`src/hw/led_strap_params.svh`:
```
// Offsets, field positions, reset values and timing counts of the lamp, strap and reset block.
`ifndef LED_STRAP_PARAMS_SVH
`define LED_STRAP_PARAMS_SVH
`define CLK_PERIOD_NS 10
`define RESET_MIN_NS 1000
`define RESET_MIN_CYCLES ((`RESET_MIN_NS + `CLK_PERIOD_NS - 1) / `CLK_PERIOD_NS)
`define BLINK_HALF_MS 50
`define BLINK_HALF_CYCLES ((`BLINK_HALF_MS * 1000000) / `CLK_PERIOD_NS)
`define OFS_CTRL 8'h00
`define OFS_STATUS 8'h04
`define OFS_MASK 8'h08
`define OFS_PORT_CONTROL 8'h0c
`define CTRL_MODE3_EN 0
`define CTRL_DUPLEX_SEL 1
`define CTRL_IRQ_MODE 3
`define CTRL_IRQ_EN 5
`define CTRL_WIDTH 7
`define CTRL_RESET 7'h00
`define EVT_LINK_CHG 0
`define EVT_SLEEP 2
`define EVT_RESET_DONE 4
`define EVT_WIDTH 5
`define MASK_RESET 5'h00
`define PCR_ADDR_A 0
`define PCR_ADDR_B 8
`define PCR_MODE 16
`define PCR_LAMP_POL 20
`define PIN_SYNC_RESET 14'h3001
`endif

```
`src/hw/led_strap_pkg.sv`:
```
// Types shared by the lamp, strap and reset block.
package led_strap_pkg;
  typedef struct packed {
    logic full_duplex;
    logic collision;
    logic rx_act;
    logic tx_act;
    logic speed_100;
    logic link_good;
  } port_status_t;
  typedef enum logic [2:0] {
    LED_MODE1 = 3'b001,
    LED_MODE2 = 3'b010,
    LED_MODE3 = 3'b100
  } led_mode_t;
endpackage : led_strap_pkg

```
`src/hw/led_strap_reset_control.sv`:
```
// Lamp drive, board reset, sleep/interrupt pins and strap latching for both ports.
//
// Behaviour
// - Two lamp modes come from a strap; the third only from a control register.
// - Each lamp's lit level is inverted when its pin was sensed pulled up.
// - Mode 1: link lamp lit while link is good, dark otherwise.
// - Modes 2 and 3: link lamp lit on good link, blinking while active.
// - Speed lamp lit at 100 Mb/s, dark at 10 Mb/s, in every mode.
// - Mode 1: third lamp lit while transmit or receive activity is present.
// - Mode 2 third lamp shows collision; mode 3 may show full duplex instead.
// - Board reset held low 1 us or more resets all registers to defaults.
// - Strap pins are sampled during every reset and set the operating modes.
// - By default the sleep pin is an active-low input requesting power-down.
// - In interrupt mode the sleep pin is open drain, pulled low on enabled interrupt.
// - Four straps give address bits 4 to 1; bit 0 tells port A from B.
// - Port A takes even addresses 0 to 30, port B the next odd ones.
// - Address straps read as zero when left open, thanks to weak pull-downs.
//
// The register offsets and the Wishbone interface to the registers are this design's own decisions.
`timescale 1ns/10ps
`include "led_strap_params.svh"
module led_strap_reset_control
  import led_strap_pkg::*;
#(
  parameter int unsigned BLINK_HALF_CYCLES = `BLINK_HALF_CYCLES
) (
  input wire logic clk_i,
  input wire logic rst_i,
  input wire logic wb_cyc_i,
  input wire logic wb_stb_i,
  input wire logic wb_we_i,
  input wire logic [7:0] wb_adr_i,
  input wire logic [3:0] wb_sel_i,
  input wire logic [31:0] wb_dat_i,
  output logic [31:0] wb_dat_o,
  output logic wb_ack_o,
  output logic irq_o,
  input wire port_status_t port_a_status_i,
  input wire port_status_t port_b_status_i,
  input wire logic [1:0] irq_cond_i,
  input wire logic board_reset_n_i,
  input wire logic led_mode_strap_i,
  input wire logic addr_strap_bit1_i,
  input wire logic addr_strap_bit2_i,
  input wire logic addr_strap_bit3_i,
  input wire logic addr_strap_bit4_i,
  input wire logic port_a_link_lamp_i,
  output logic port_a_link_lamp_o,
  output logic port_a_link_lamp_oe_o,
  input wire logic port_a_speed_lamp_i,
  output logic port_a_speed_lamp_o,
  output logic port_a_speed_lamp_oe_o,
  input wire logic port_a_activity_collision_lamp_i,
  output logic port_a_activity_collision_lamp_o,
  output logic port_a_activity_collision_lamp_oe_o,
  input wire logic port_b_link_lamp_i,
  output logic port_b_link_lamp_o,
  output logic port_b_link_lamp_oe_o,
  input wire logic port_b_speed_lamp_i,
  output logic port_b_speed_lamp_o,
  output logic port_b_speed_lamp_oe_o,
  input wire logic port_b_activity_collision_lamp_i,
  output logic port_b_activity_collision_lamp_o,
  output logic port_b_activity_collision_lamp_oe_o,
  input wire logic port_a_sleep_irq_pin_i,
  output logic port_a_sleep_irq_pin_o,
  output logic port_a_sleep_irq_pin_oe_o,
  input wire logic port_b_sleep_irq_pin_i,
  output logic port_b_sleep_irq_pin_o,
  output logic port_b_sleep_irq_pin_oe_o,
  output logic [1:0] sleep_o,
  output logic [4:0] port_a_addr_o,
  output logic [4:0] port_b_addr_o
);

  localparam int unsigned NPIN = 14;
  localparam logic [7:0] RESET_MIN = 8'(`RESET_MIN_CYCLES);
  localparam logic [NPIN-1:0] PIN_RESET = `PIN_SYNC_RESET;

  if (BLINK_HALF_CYCLES < 2) begin : g_bad_blink
    $error("BLINK_HALF_CYCLES must be at least 2");
  end

  //////////////////////////////////////////////////////////////////////////////
  // Pin synchronisers: three stages, a change counts once stages two and three agree.

  logic [NPIN-1:0] pin_raw;
  logic [NPIN-1:0] pin_s1_reg;
  logic [NPIN-1:0] pin_s2_reg;
  logic [NPIN-1:0] pin_s3_reg;
  logic [NPIN-1:0] pin_filt_reg;

  assign pin_raw = {port_b_sleep_irq_pin_i, port_a_sleep_irq_pin_i,
                    port_b_activity_collision_lamp_i, port_b_speed_lamp_i, port_b_link_lamp_i,
                    port_a_activity_collision_lamp_i, port_a_speed_lamp_i, port_a_link_lamp_i,
                    addr_strap_bit4_i, addr_strap_bit3_i, addr_strap_bit2_i, addr_strap_bit1_i,
                    led_mode_strap_i, board_reset_n_i};

  always_ff @(posedge clk_i) begin
    pin_s1_reg <= pin_raw;
    pin_s2_reg <= pin_s1_reg;
    pin_s3_reg <= pin_s2_reg;
  end

  // Straps take the agreed level one edge ahead of the filter, so a short reset still sees them.
  logic [NPIN-1:0] pin_next;
  assign pin_next = (pin_s2_reg & pin_s3_reg) | (pin_filt_reg & (pin_s2_reg | pin_s3_reg));
  for (genvar i = 0; i < NPIN; i++) begin : g_filt
    always_ff @(posedge clk_i) begin
      if (rst_i) begin
        pin_filt_reg[i] <= PIN_RESET[i];
      end else begin
        pin_filt_reg[i] <= pin_next[i];
      end
    end
  end

  logic rstn_filt;
  logic mode_pin;
  logic [3:0] addr_pin;
  logic [5:0] lamp_pin;
  logic [1:0] sleep_pin;
  assign rstn_filt = pin_filt_reg[0];
  assign mode_pin = pin_next[1];
  assign addr_pin = pin_next[5:2];
  assign lamp_pin = pin_next[11:6];
  assign sleep_pin = pin_filt_reg[13:12];

  //////////////////////////////////////////////////////////////////////////////
  // Board reset: a short glitch on the pin is ignored, a long low resets everything.

  logic [7:0] low_cnt_reg;
  logic dev_rst_reg;
  logic dev_rst_d_reg;

  always_ff @(posedge clk_i) begin
    if (rst_i || rstn_filt) begin
      low_cnt_reg <= 8'h00;
    end else if (low_cnt_reg != RESET_MIN) begin
      low_cnt_reg <= low_cnt_reg + 8'h01;
    end
  end

  always_ff @(posedge clk_i) begin
    dev_rst_reg <= rst_i || (!rstn_filt && low_cnt_reg == RESET_MIN);
    dev_rst_d_reg <= dev_rst_reg;
  end

  //////////////////////////////////////////////////////////////////////////////
  // Strap latches follow the pins throughout reset and freeze at its release.

  logic mode_strap_reg;
  logic [3:0] addr_strap_reg;
  logic [5:0] lamp_pol_reg;

  // Lamp drivers are off during reset, so the lamp pins show only their pull resistors.
  always_ff @(posedge clk_i) begin
    if (dev_rst_reg) begin
      mode_strap_reg <= mode_pin;
      addr_strap_reg <= addr_pin;
      lamp_pol_reg <= lamp_pin;
    end
  end

  assign port_a_addr_o = {addr_strap_reg, 1'b0};
  assign port_b_addr_o = {addr_strap_reg, 1'b1};

  //////////////////////////////////////////////////////////////////////////////
  // Registers over classic Wishbone; one wait state, ack falls after one cycle.

  logic [`CTRL_WIDTH-1:0] ctrl_reg;
  logic [`EVT_WIDTH-1:0] status_reg;
  logic [`EVT_WIDTH-1:0] mask_reg;
  logic [`EVT_WIDTH-1:0] evt;
  logic ack_reg;
  logic [31:0] rdat_reg;
  logic req;
  logic wr_done;
  logic rd_status;
  led_mode_t mode;

  assign req = wb_cyc_i && wb_stb_i;
  assign wr_done = req && ack_reg && wb_we_i && wb_sel_i[0];
  assign rd_status = req && ack_reg && !wb_we_i && wb_adr_i == `OFS_STATUS;
  assign wb_ack_o = ack_reg;
  assign wb_dat_o = rdat_reg;

  always_ff @(posedge clk_i) begin
    if (dev_rst_reg) begin
      ack_reg <= 1'b0;
    end else begin
      ack_reg <= req && !ack_reg;
    end
  end

  always_ff @(posedge clk_i) begin
    if (dev_rst_reg) begin
      rdat_reg <= 32'h0000_0000;
    end else if (req && !ack_reg) begin
      unique case (wb_adr_i)
        `OFS_CTRL: rdat_reg <= 32'(ctrl_reg);
        `OFS_STATUS: rdat_reg <= 32'(status_reg);
        `OFS_MASK: rdat_reg <= 32'(mask_reg);
        `OFS_PORT_CONTROL: rdat_reg <= (32'(port_a_addr_o) << `PCR_ADDR_A)
          | (32'(port_b_addr_o) << `PCR_ADDR_B) | (32'(mode) << `PCR_MODE)
          | (32'(lamp_pol_reg) << `PCR_LAMP_POL);
        default: rdat_reg <= 32'h0000_0000;
      endcase
    end
  end

  always_ff @(posedge clk_i) begin
    if (dev_rst_reg) begin
      ctrl_reg <= `CTRL_RESET;
    end else if (wr_done && wb_adr_i == `OFS_CTRL) begin
      ctrl_reg <= wb_dat_i[`CTRL_WIDTH-1:0];
    end
  end

  always_ff @(posedge clk_i) begin
    if (dev_rst_reg) begin
      mask_reg <= `MASK_RESET;
    end else if (wr_done && wb_adr_i == `OFS_MASK) begin
      mask_reg <= wb_dat_i[`EVT_WIDTH-1:0];
    end
  end

  // A read clears the status, but an event in the same cycle survives it.
  always_ff @(posedge clk_i) begin
    if (dev_rst_reg) begin
      status_reg <= '0;
    end else if (rd_status) begin
      status_reg <= evt;
    end else begin
      status_reg <= status_reg | evt;
    end
  end

  always_ff @(posedge clk_i) begin
    if (dev_rst_reg) begin
      irq_o <= 1'b0;
    end else begin
      irq_o <= |(status_reg & mask_reg);
    end
  end

  // The strap picks mode 1 when high and mode 2 when low; only software reaches mode 3.
  always_comb begin
    if (ctrl_reg[`CTRL_MODE3_EN]) begin
      mode = LED_MODE3;
    end else if (mode_strap_reg) begin
      mode = LED_MODE1;
    end else begin
      mode = LED_MODE2;
    end
  end

  //////////////////////////////////////////////////////////////////////////////
  // Blink phase from one shared divider; both ports blink in step.

  logic [31:0] blink_cnt_reg;
  logic blink_phase_reg;

  always_ff @(posedge clk_i) begin
    if (dev_rst_reg) begin
      blink_cnt_reg <= 32'h0000_0000;
      blink_phase_reg <= 1'b0;
    end else if (blink_cnt_reg == 32'(BLINK_HALF_CYCLES - 1)) begin
      blink_cnt_reg <= 32'h0000_0000;
      blink_phase_reg <= !blink_phase_reg;
    end else begin
      blink_cnt_reg <= blink_cnt_reg + 32'h0000_0001;
    end
  end

  //////////////////////////////////////////////////////////////////////////////
  // Per-port lamps, sleep input and interrupt pin.

  port_status_t st [2];
  logic [5:0] lamp_out_reg;
  logic [1:0] sleep_out_oe_reg;
  logic [1:0] sleep_reg;
  logic [1:0] link_d_reg;

  assign st[0] = port_a_status_i;
  assign st[1] = port_b_status_i;

  for (genvar p = 0; p < 2; p++) begin : g_port
    logic act;
    logic lit_link;
    logic lit_speed;
    logic lit_third;
    logic irq_mode;
    assign act = st[p].tx_act || st[p].rx_act;
    assign irq_mode = ctrl_reg[`CTRL_IRQ_MODE + p];

    always_comb begin
      lit_speed = st[p].speed_100;
      lit_link = 1'b0;
      lit_third = 1'b0;
      unique case (mode)
        LED_MODE1: begin
          lit_link = st[p].link_good;
          lit_third = act;
        end
        LED_MODE2: begin
          lit_link = st[p].link_good && !(act && blink_phase_reg);
          lit_third = st[p].collision;
        end
        LED_MODE3: begin
          lit_link = st[p].link_good && !(act && blink_phase_reg);
          lit_third = ctrl_reg[`CTRL_DUPLEX_SEL + p] ? st[p].full_duplex
                                                     : st[p].collision;
        end
      endcase
    end

    always_ff @(posedge clk_i) begin
      if (dev_rst_reg) begin
        lamp_out_reg[3*p +: 3] <= 3'h0;
      end else begin
        lamp_out_reg[3*p +: 3] <= {lit_third, lit_speed, lit_link}
                                  ^ lamp_pol_reg[3*p +: 3];
      end
    end

    always_ff @(posedge clk_i) begin
      if (dev_rst_reg) begin
        sleep_reg[p] <= 1'b0;
        sleep_out_oe_reg[p] <= 1'b0;
        link_d_reg[p] <= 1'b0;
      end else begin
        sleep_reg[p] <= !irq_mode && !sleep_pin[p];
        sleep_out_oe_reg[p] <= irq_mode && ctrl_reg[`CTRL_IRQ_EN + p]
                               && irq_cond_i[p];
        link_d_reg[p] <= st[p].link_good;
      end
    end

    assign evt[`EVT_LINK_CHG + p] = link_d_reg[p] != st[p].link_good && !dev_rst_d_reg;
    assign evt[`EVT_SLEEP + p] = !sleep_reg[p] && !irq_mode && !sleep_pin[p];
  end

  assign evt[`EVT_RESET_DONE] = dev_rst_d_reg && !dev_rst_reg;
  assign sleep_o = sleep_reg;

  //////////////////////////////////////////////////////////////////////////////
  // Pin drive: lamps drive push-pull after reset, the sleep pin only ever pulls low.

  logic lamp_oe;
  assign lamp_oe = !dev_rst_reg;

  assign port_a_link_lamp_o = lamp_out_reg[0];
  assign port_a_speed_lamp_o = lamp_out_reg[1];
  assign port_a_activity_collision_lamp_o = lamp_out_reg[2];
  assign port_b_link_lamp_o = lamp_out_reg[3];
  assign port_b_speed_lamp_o = lamp_out_reg[4];
  assign port_b_activity_collision_lamp_o = lamp_out_reg[5];
  assign port_a_link_lamp_oe_o = lamp_oe;
  assign port_a_speed_lamp_oe_o = lamp_oe;
  assign port_a_activity_collision_lamp_oe_o = lamp_oe;
  assign port_b_link_lamp_oe_o = lamp_oe;
  assign port_b_speed_lamp_oe_o = lamp_oe;
  assign port_b_activity_collision_lamp_oe_o = lamp_oe;
  assign port_a_sleep_irq_pin_o = 1'b0;
  assign port_b_sleep_irq_pin_o = 1'b0;
  assign port_a_sleep_irq_pin_oe_o = sleep_out_oe_reg[0];
  assign port_b_sleep_irq_pin_oe_o = sleep_out_oe_reg[1];

endmodule : led_strap_reset_control

```
`config.mk`:
```
export PLATFORM = sky130hd
export DESIGN_NAME = led_strap_reset_control
export DESIGN_NICKNAME = d
export VERILOG_FILES = /design/src/hw/led_strap_pkg.sv /design/src/hw/led_strap_reset_control.sv
export VERILOG_INCLUDE_DIRS = /design/src /design/src/hw
export SDC_FILE = /design/constraint.sdc
export NUM_CORES = 1
export LEC_CHECK = 0
export ABC_AREA = 1
export BUFFER_PORTS_ARGS = -buffer_cell sky130_fd_sc_hd__buf_2
export CAP_MARGIN = 20
export CORE_ASPECT_RATIO = 0.6
export CORE_UTILIZATION = 54
export CTS_CLUSTER_DIAMETER = 80
export CTS_CLUSTER_SIZE = 20
export DETAILED_ROUTE_END_ITERATION = 8
export PLACE_DENSITY = 0.88
export SYNTH_ARGS = -nofsm -noshare
export SYNTH_HDL_FRONTEND = slang
export SYNTH_SLANG_ARGS = --single-unit
```
`constraint.sdc`:
```
create_clock -name clk_i -period 1.7 [get_ports clk_i]
set_input_delay 0.085 -clock clk_i [delete_from_list [all_inputs] [get_ports clk_i]]
set_output_delay 0.085 -clock clk_i [all_outputs]
set_load 0.1 [all_outputs]
```
==> impl_metrics.tcl <==
set metrics [dict create \
    fin_crit_sh_pct 104 \
    viasPerCell 5.44 \
    layout_min_cycle_time_ns 1.77 \
    timing.critical_path.depth 2 \
    antenna_cells 0 \
    core-area_um2 11400 \
    path_class "register to primary output" \
    globalplace.congestion 0.978 \
    worst_path_largest_cell_delay_ns 0.53 \
    top_routing_layer_in_use "met4" \
    grt.total_usage_pct 29.0 \
    reg2reg_slack_ns 0.12 \
    clock_skew_ns 0.00941 \
    most_frequent_standard_cell_in_the_layout_excluding_fill_and_tap_cells "nand2_1" \
    final_hold_viol_count 0 \
    synth.distinct_cells 36 \
    post_route_cells_drive_above_1_share_pct 17.9 \
    global_route_wire_length_before_repair_mm 26.9 \
    post_synth_fa_ha_maj_area_fraction_pct 0.590 \
    xor_xnor_share_of_the_synthesized_area_pct 1.51 \
    fin_worst_hold_slack_ns 0.00944 \
    grt_setup_unrepaired "yes" \
    flow.area_growth_from_synthesis_pct 23.3 \
    maxCapViolations 0 \
    cts.sink_count 162 \
    dr_wl_met2_mm 8.09 \
    routed_wirelength_mm 17.6 \
    critical_path.reg2reg.endpoint "blink_cnt_reg[30]" \
    cts.path.max_buffers 2 \
    cts_tree "built" \
    ant_nets 0 \
    endpoint "port_a_link_lamp_oe_o" \
    portBuffers 95 \
    worstHoldPathType "input pin to register" \
    power_mw 8.95 \
    drc 0 \
    worst-r2r-cell-count 6 \
    post-cts-setup-buffer-count 0 \
    setup_tns_ns -0.385 \
    detailedPlacementHpwl_mm 11.0 \
    synth.area.mux_share_pct 0 \
    pins_over_slew_limit 0 \
    routed-wl-met3_mm 1.85 \
    numCtsBuffers 17 \
    route.layer.met1.wl_mm 7.36 \
    synth-seq-cells 162 \
    effective_utilization_at_floorplan_pct 55.9 \
    synth_seq_area_share_pct 52.7 \
    die_area_um2 12200 \
    grt_max_degree 55 \
    place.detailed.instances 1021 \
    mostFrequentLayoutCells "nand2_1, dfxtp_1, buf_2, nor2_1, inv_1" \
    dr.first_iter.drc_count 484 \
    clkTransAtPathRegs_ns 0.08 \
    clk_latency_ns 0.44 \
    number_of_enable_type_register_cells_in_the_synthesized_netlist 11 \
    die_width_um 142 \
    antenna_found_initial 0 \
    worstMarginPinSlew_ns 0.661 \
    worst_path_dominant_cell_family "buffers and inverters" \
    arrival_ns 1.68 \
    postSynth.asyncResetShare_pct 0 \
    fp.dieH_um 86.1 \
    post_synth.cell_area_avg_um2 8.12 \
    worstPathCellList "inv_1, buf_2" \
    fmax_mhz 566 \
    vias 5876 \
    detailed_router_iteration_count_before_antenna_repair 6 \
    grt_overflow_total 0 \
    slew-limit-headroom_pct 55.9 \
    layout_setup_ws_ns -0.0676 \
    yosysWarnings 0 \
    critical_path.endpoint_type "primary output" \
    path_buf_inv 2 \
    std_cell_rows 30 \
    ys_dominant_reg_cell "dfxtp_1" \
    run_status "complete, but fails checks" \
    timing.rr.start "blink_cnt_reg[6]" \
    critical_path_peak_fanout 12 \
    synth-simple-area-share_pct 25.6 \
    peakVddDrop_v 0.00105 \
    flip_flop_count_of_the_largest_register_all_copies_and_words_added 32 \
    clk_root_buffer_cell "clkbuf_16" \
    synth_area_in_compound_gates_pct 10.6 \
    largest_family_of_logic_cells_by_synthesized_area "simple AND/OR/NAND/NOR gates" \
    setup_viol 6 \
    nNetsFinal 987 \
    cts.htree.levels 4 \
    final-instance-count-excl-fill 1080 \
    crit_path_start "dev_rst_reg" \
    grt_pass1_vias 5445 \
    p_per_area_nw_per_um2 1140 \
    detail_route.wl_per_cell_um 16.3 \
    critPathSlowestCell "buf_2" \
    failing_checks "negative setup slack" \
    sort_of_element_at_the_start_of_the_critical_path "register" \
    netlist_instances 783 \
    required_time_worst_endpoint_ns 1.62 \
    design.portCount 139 \
    total_leakage_power_nw 3.19 \
    post_synth_instance_area_um2 6360 \
]
==> per-layer routing <==
metal | vias up | global-route usage [%]
met4 | 0 | 8.31
met2 | 341 | 46.2
met3 | 37 | 8.21
met5 | - | 0
met1 | 2744 | 38.5
li1 | 2754 | -
==> power breakdown <==
| part | internal [mW] | switching, mW |
|---|---|---|
| registers | 3.97 | 0.0944 |
| clock network | 2.06 | 1.98 |
| logic | 0.189 | 0.654 |
==> worst min-delay path by stage <==
stage / start / slack [ns] / endpoint / cells after the start
global route: rst_i / 0.0009 / pin_filt_reg[3] / 2
global placement: addr_strap_bit4_i / 0.19 / pin_s1_reg[5] / 1
finish: rst_i / 0.009 / pin_filt_reg[3] / 2
floorplan: board_reset_n_i / 0.11 / pin_s1_reg[0] / 0
detailed placement: board_reset_n_i / 0.19 / pin_s1_reg[0] / 1
CTS: rst_i / 0.003 / pin_filt_reg[8] / 2
==> kinds of logic (layout without fill, tap and decap cells) <==
group                      after synthesis  count (layout)
buffers and inverters                  115             239
AOI/OAI and AO/OA                      121             121
and+or+nand+nor                        369             369
other                                    2              15
xor gates and xnor gates                11              11
adders and majority gates                3               3
DFF                                    162             162
==> through the flow <==
stage	utilization, %	instance area [µm²]	setup slack (ns)
floorplan	-	6410	0.146
global placement	60.7	6900	0.0824
detailed placement	60.7	6900	0.0160
CTS	68.7	7820	-0.0104
global route	69.0	7840	-0.128
finish	69.0	7840	-0.0676
==> layout make-up <==
class	count	area [µm²]
inverter	74	278
sequential	162	3360
multi-input combinational	519	2520
timing repair buffer	133	841
clock inverter	15	221
clock buffer	17	425
fill	824	3530
tap	160	200
==> worst register-to-register path, stage by stage, from the launching register on <==
cell,delay (ns)
dfxtp_1,0.38
inv_1,0.14
nor3_1,0.32
nand2_1,0.15
nor2_1,0.25
nand3_1,0.12
a21oi_1,0.16
==> repair_timing <==
item	CTS	global route
setup endpoints to repair	5	38
endpoints found under the hold margin	30	0
gates resized for setup	0	6
hold buffers	27	0
==> cells in the mapped netlist (8+ instances only) <==
cell | instances | area share, %
nand2_1 | 169 | 10
nand3b_1 | 8 | 0.94
inv_1 | 71 | 4.2
a21o_1 | 11 | 1.3
nor2_1 | 84 | 5.0
o21a_1 | 11 | 1.3
buf_4 | 26 | 3.1
nor3_1 | 29 | 2.3
nand3_1 | 56 | 4.4
edfxtp_1 | 11 | 5.2
dfxtp_1 | 151 | 48
a21oi_1 | 67 | 5.3
o21ai_0 | 25 | 2.0
Power figures use the tool's default switching activity.
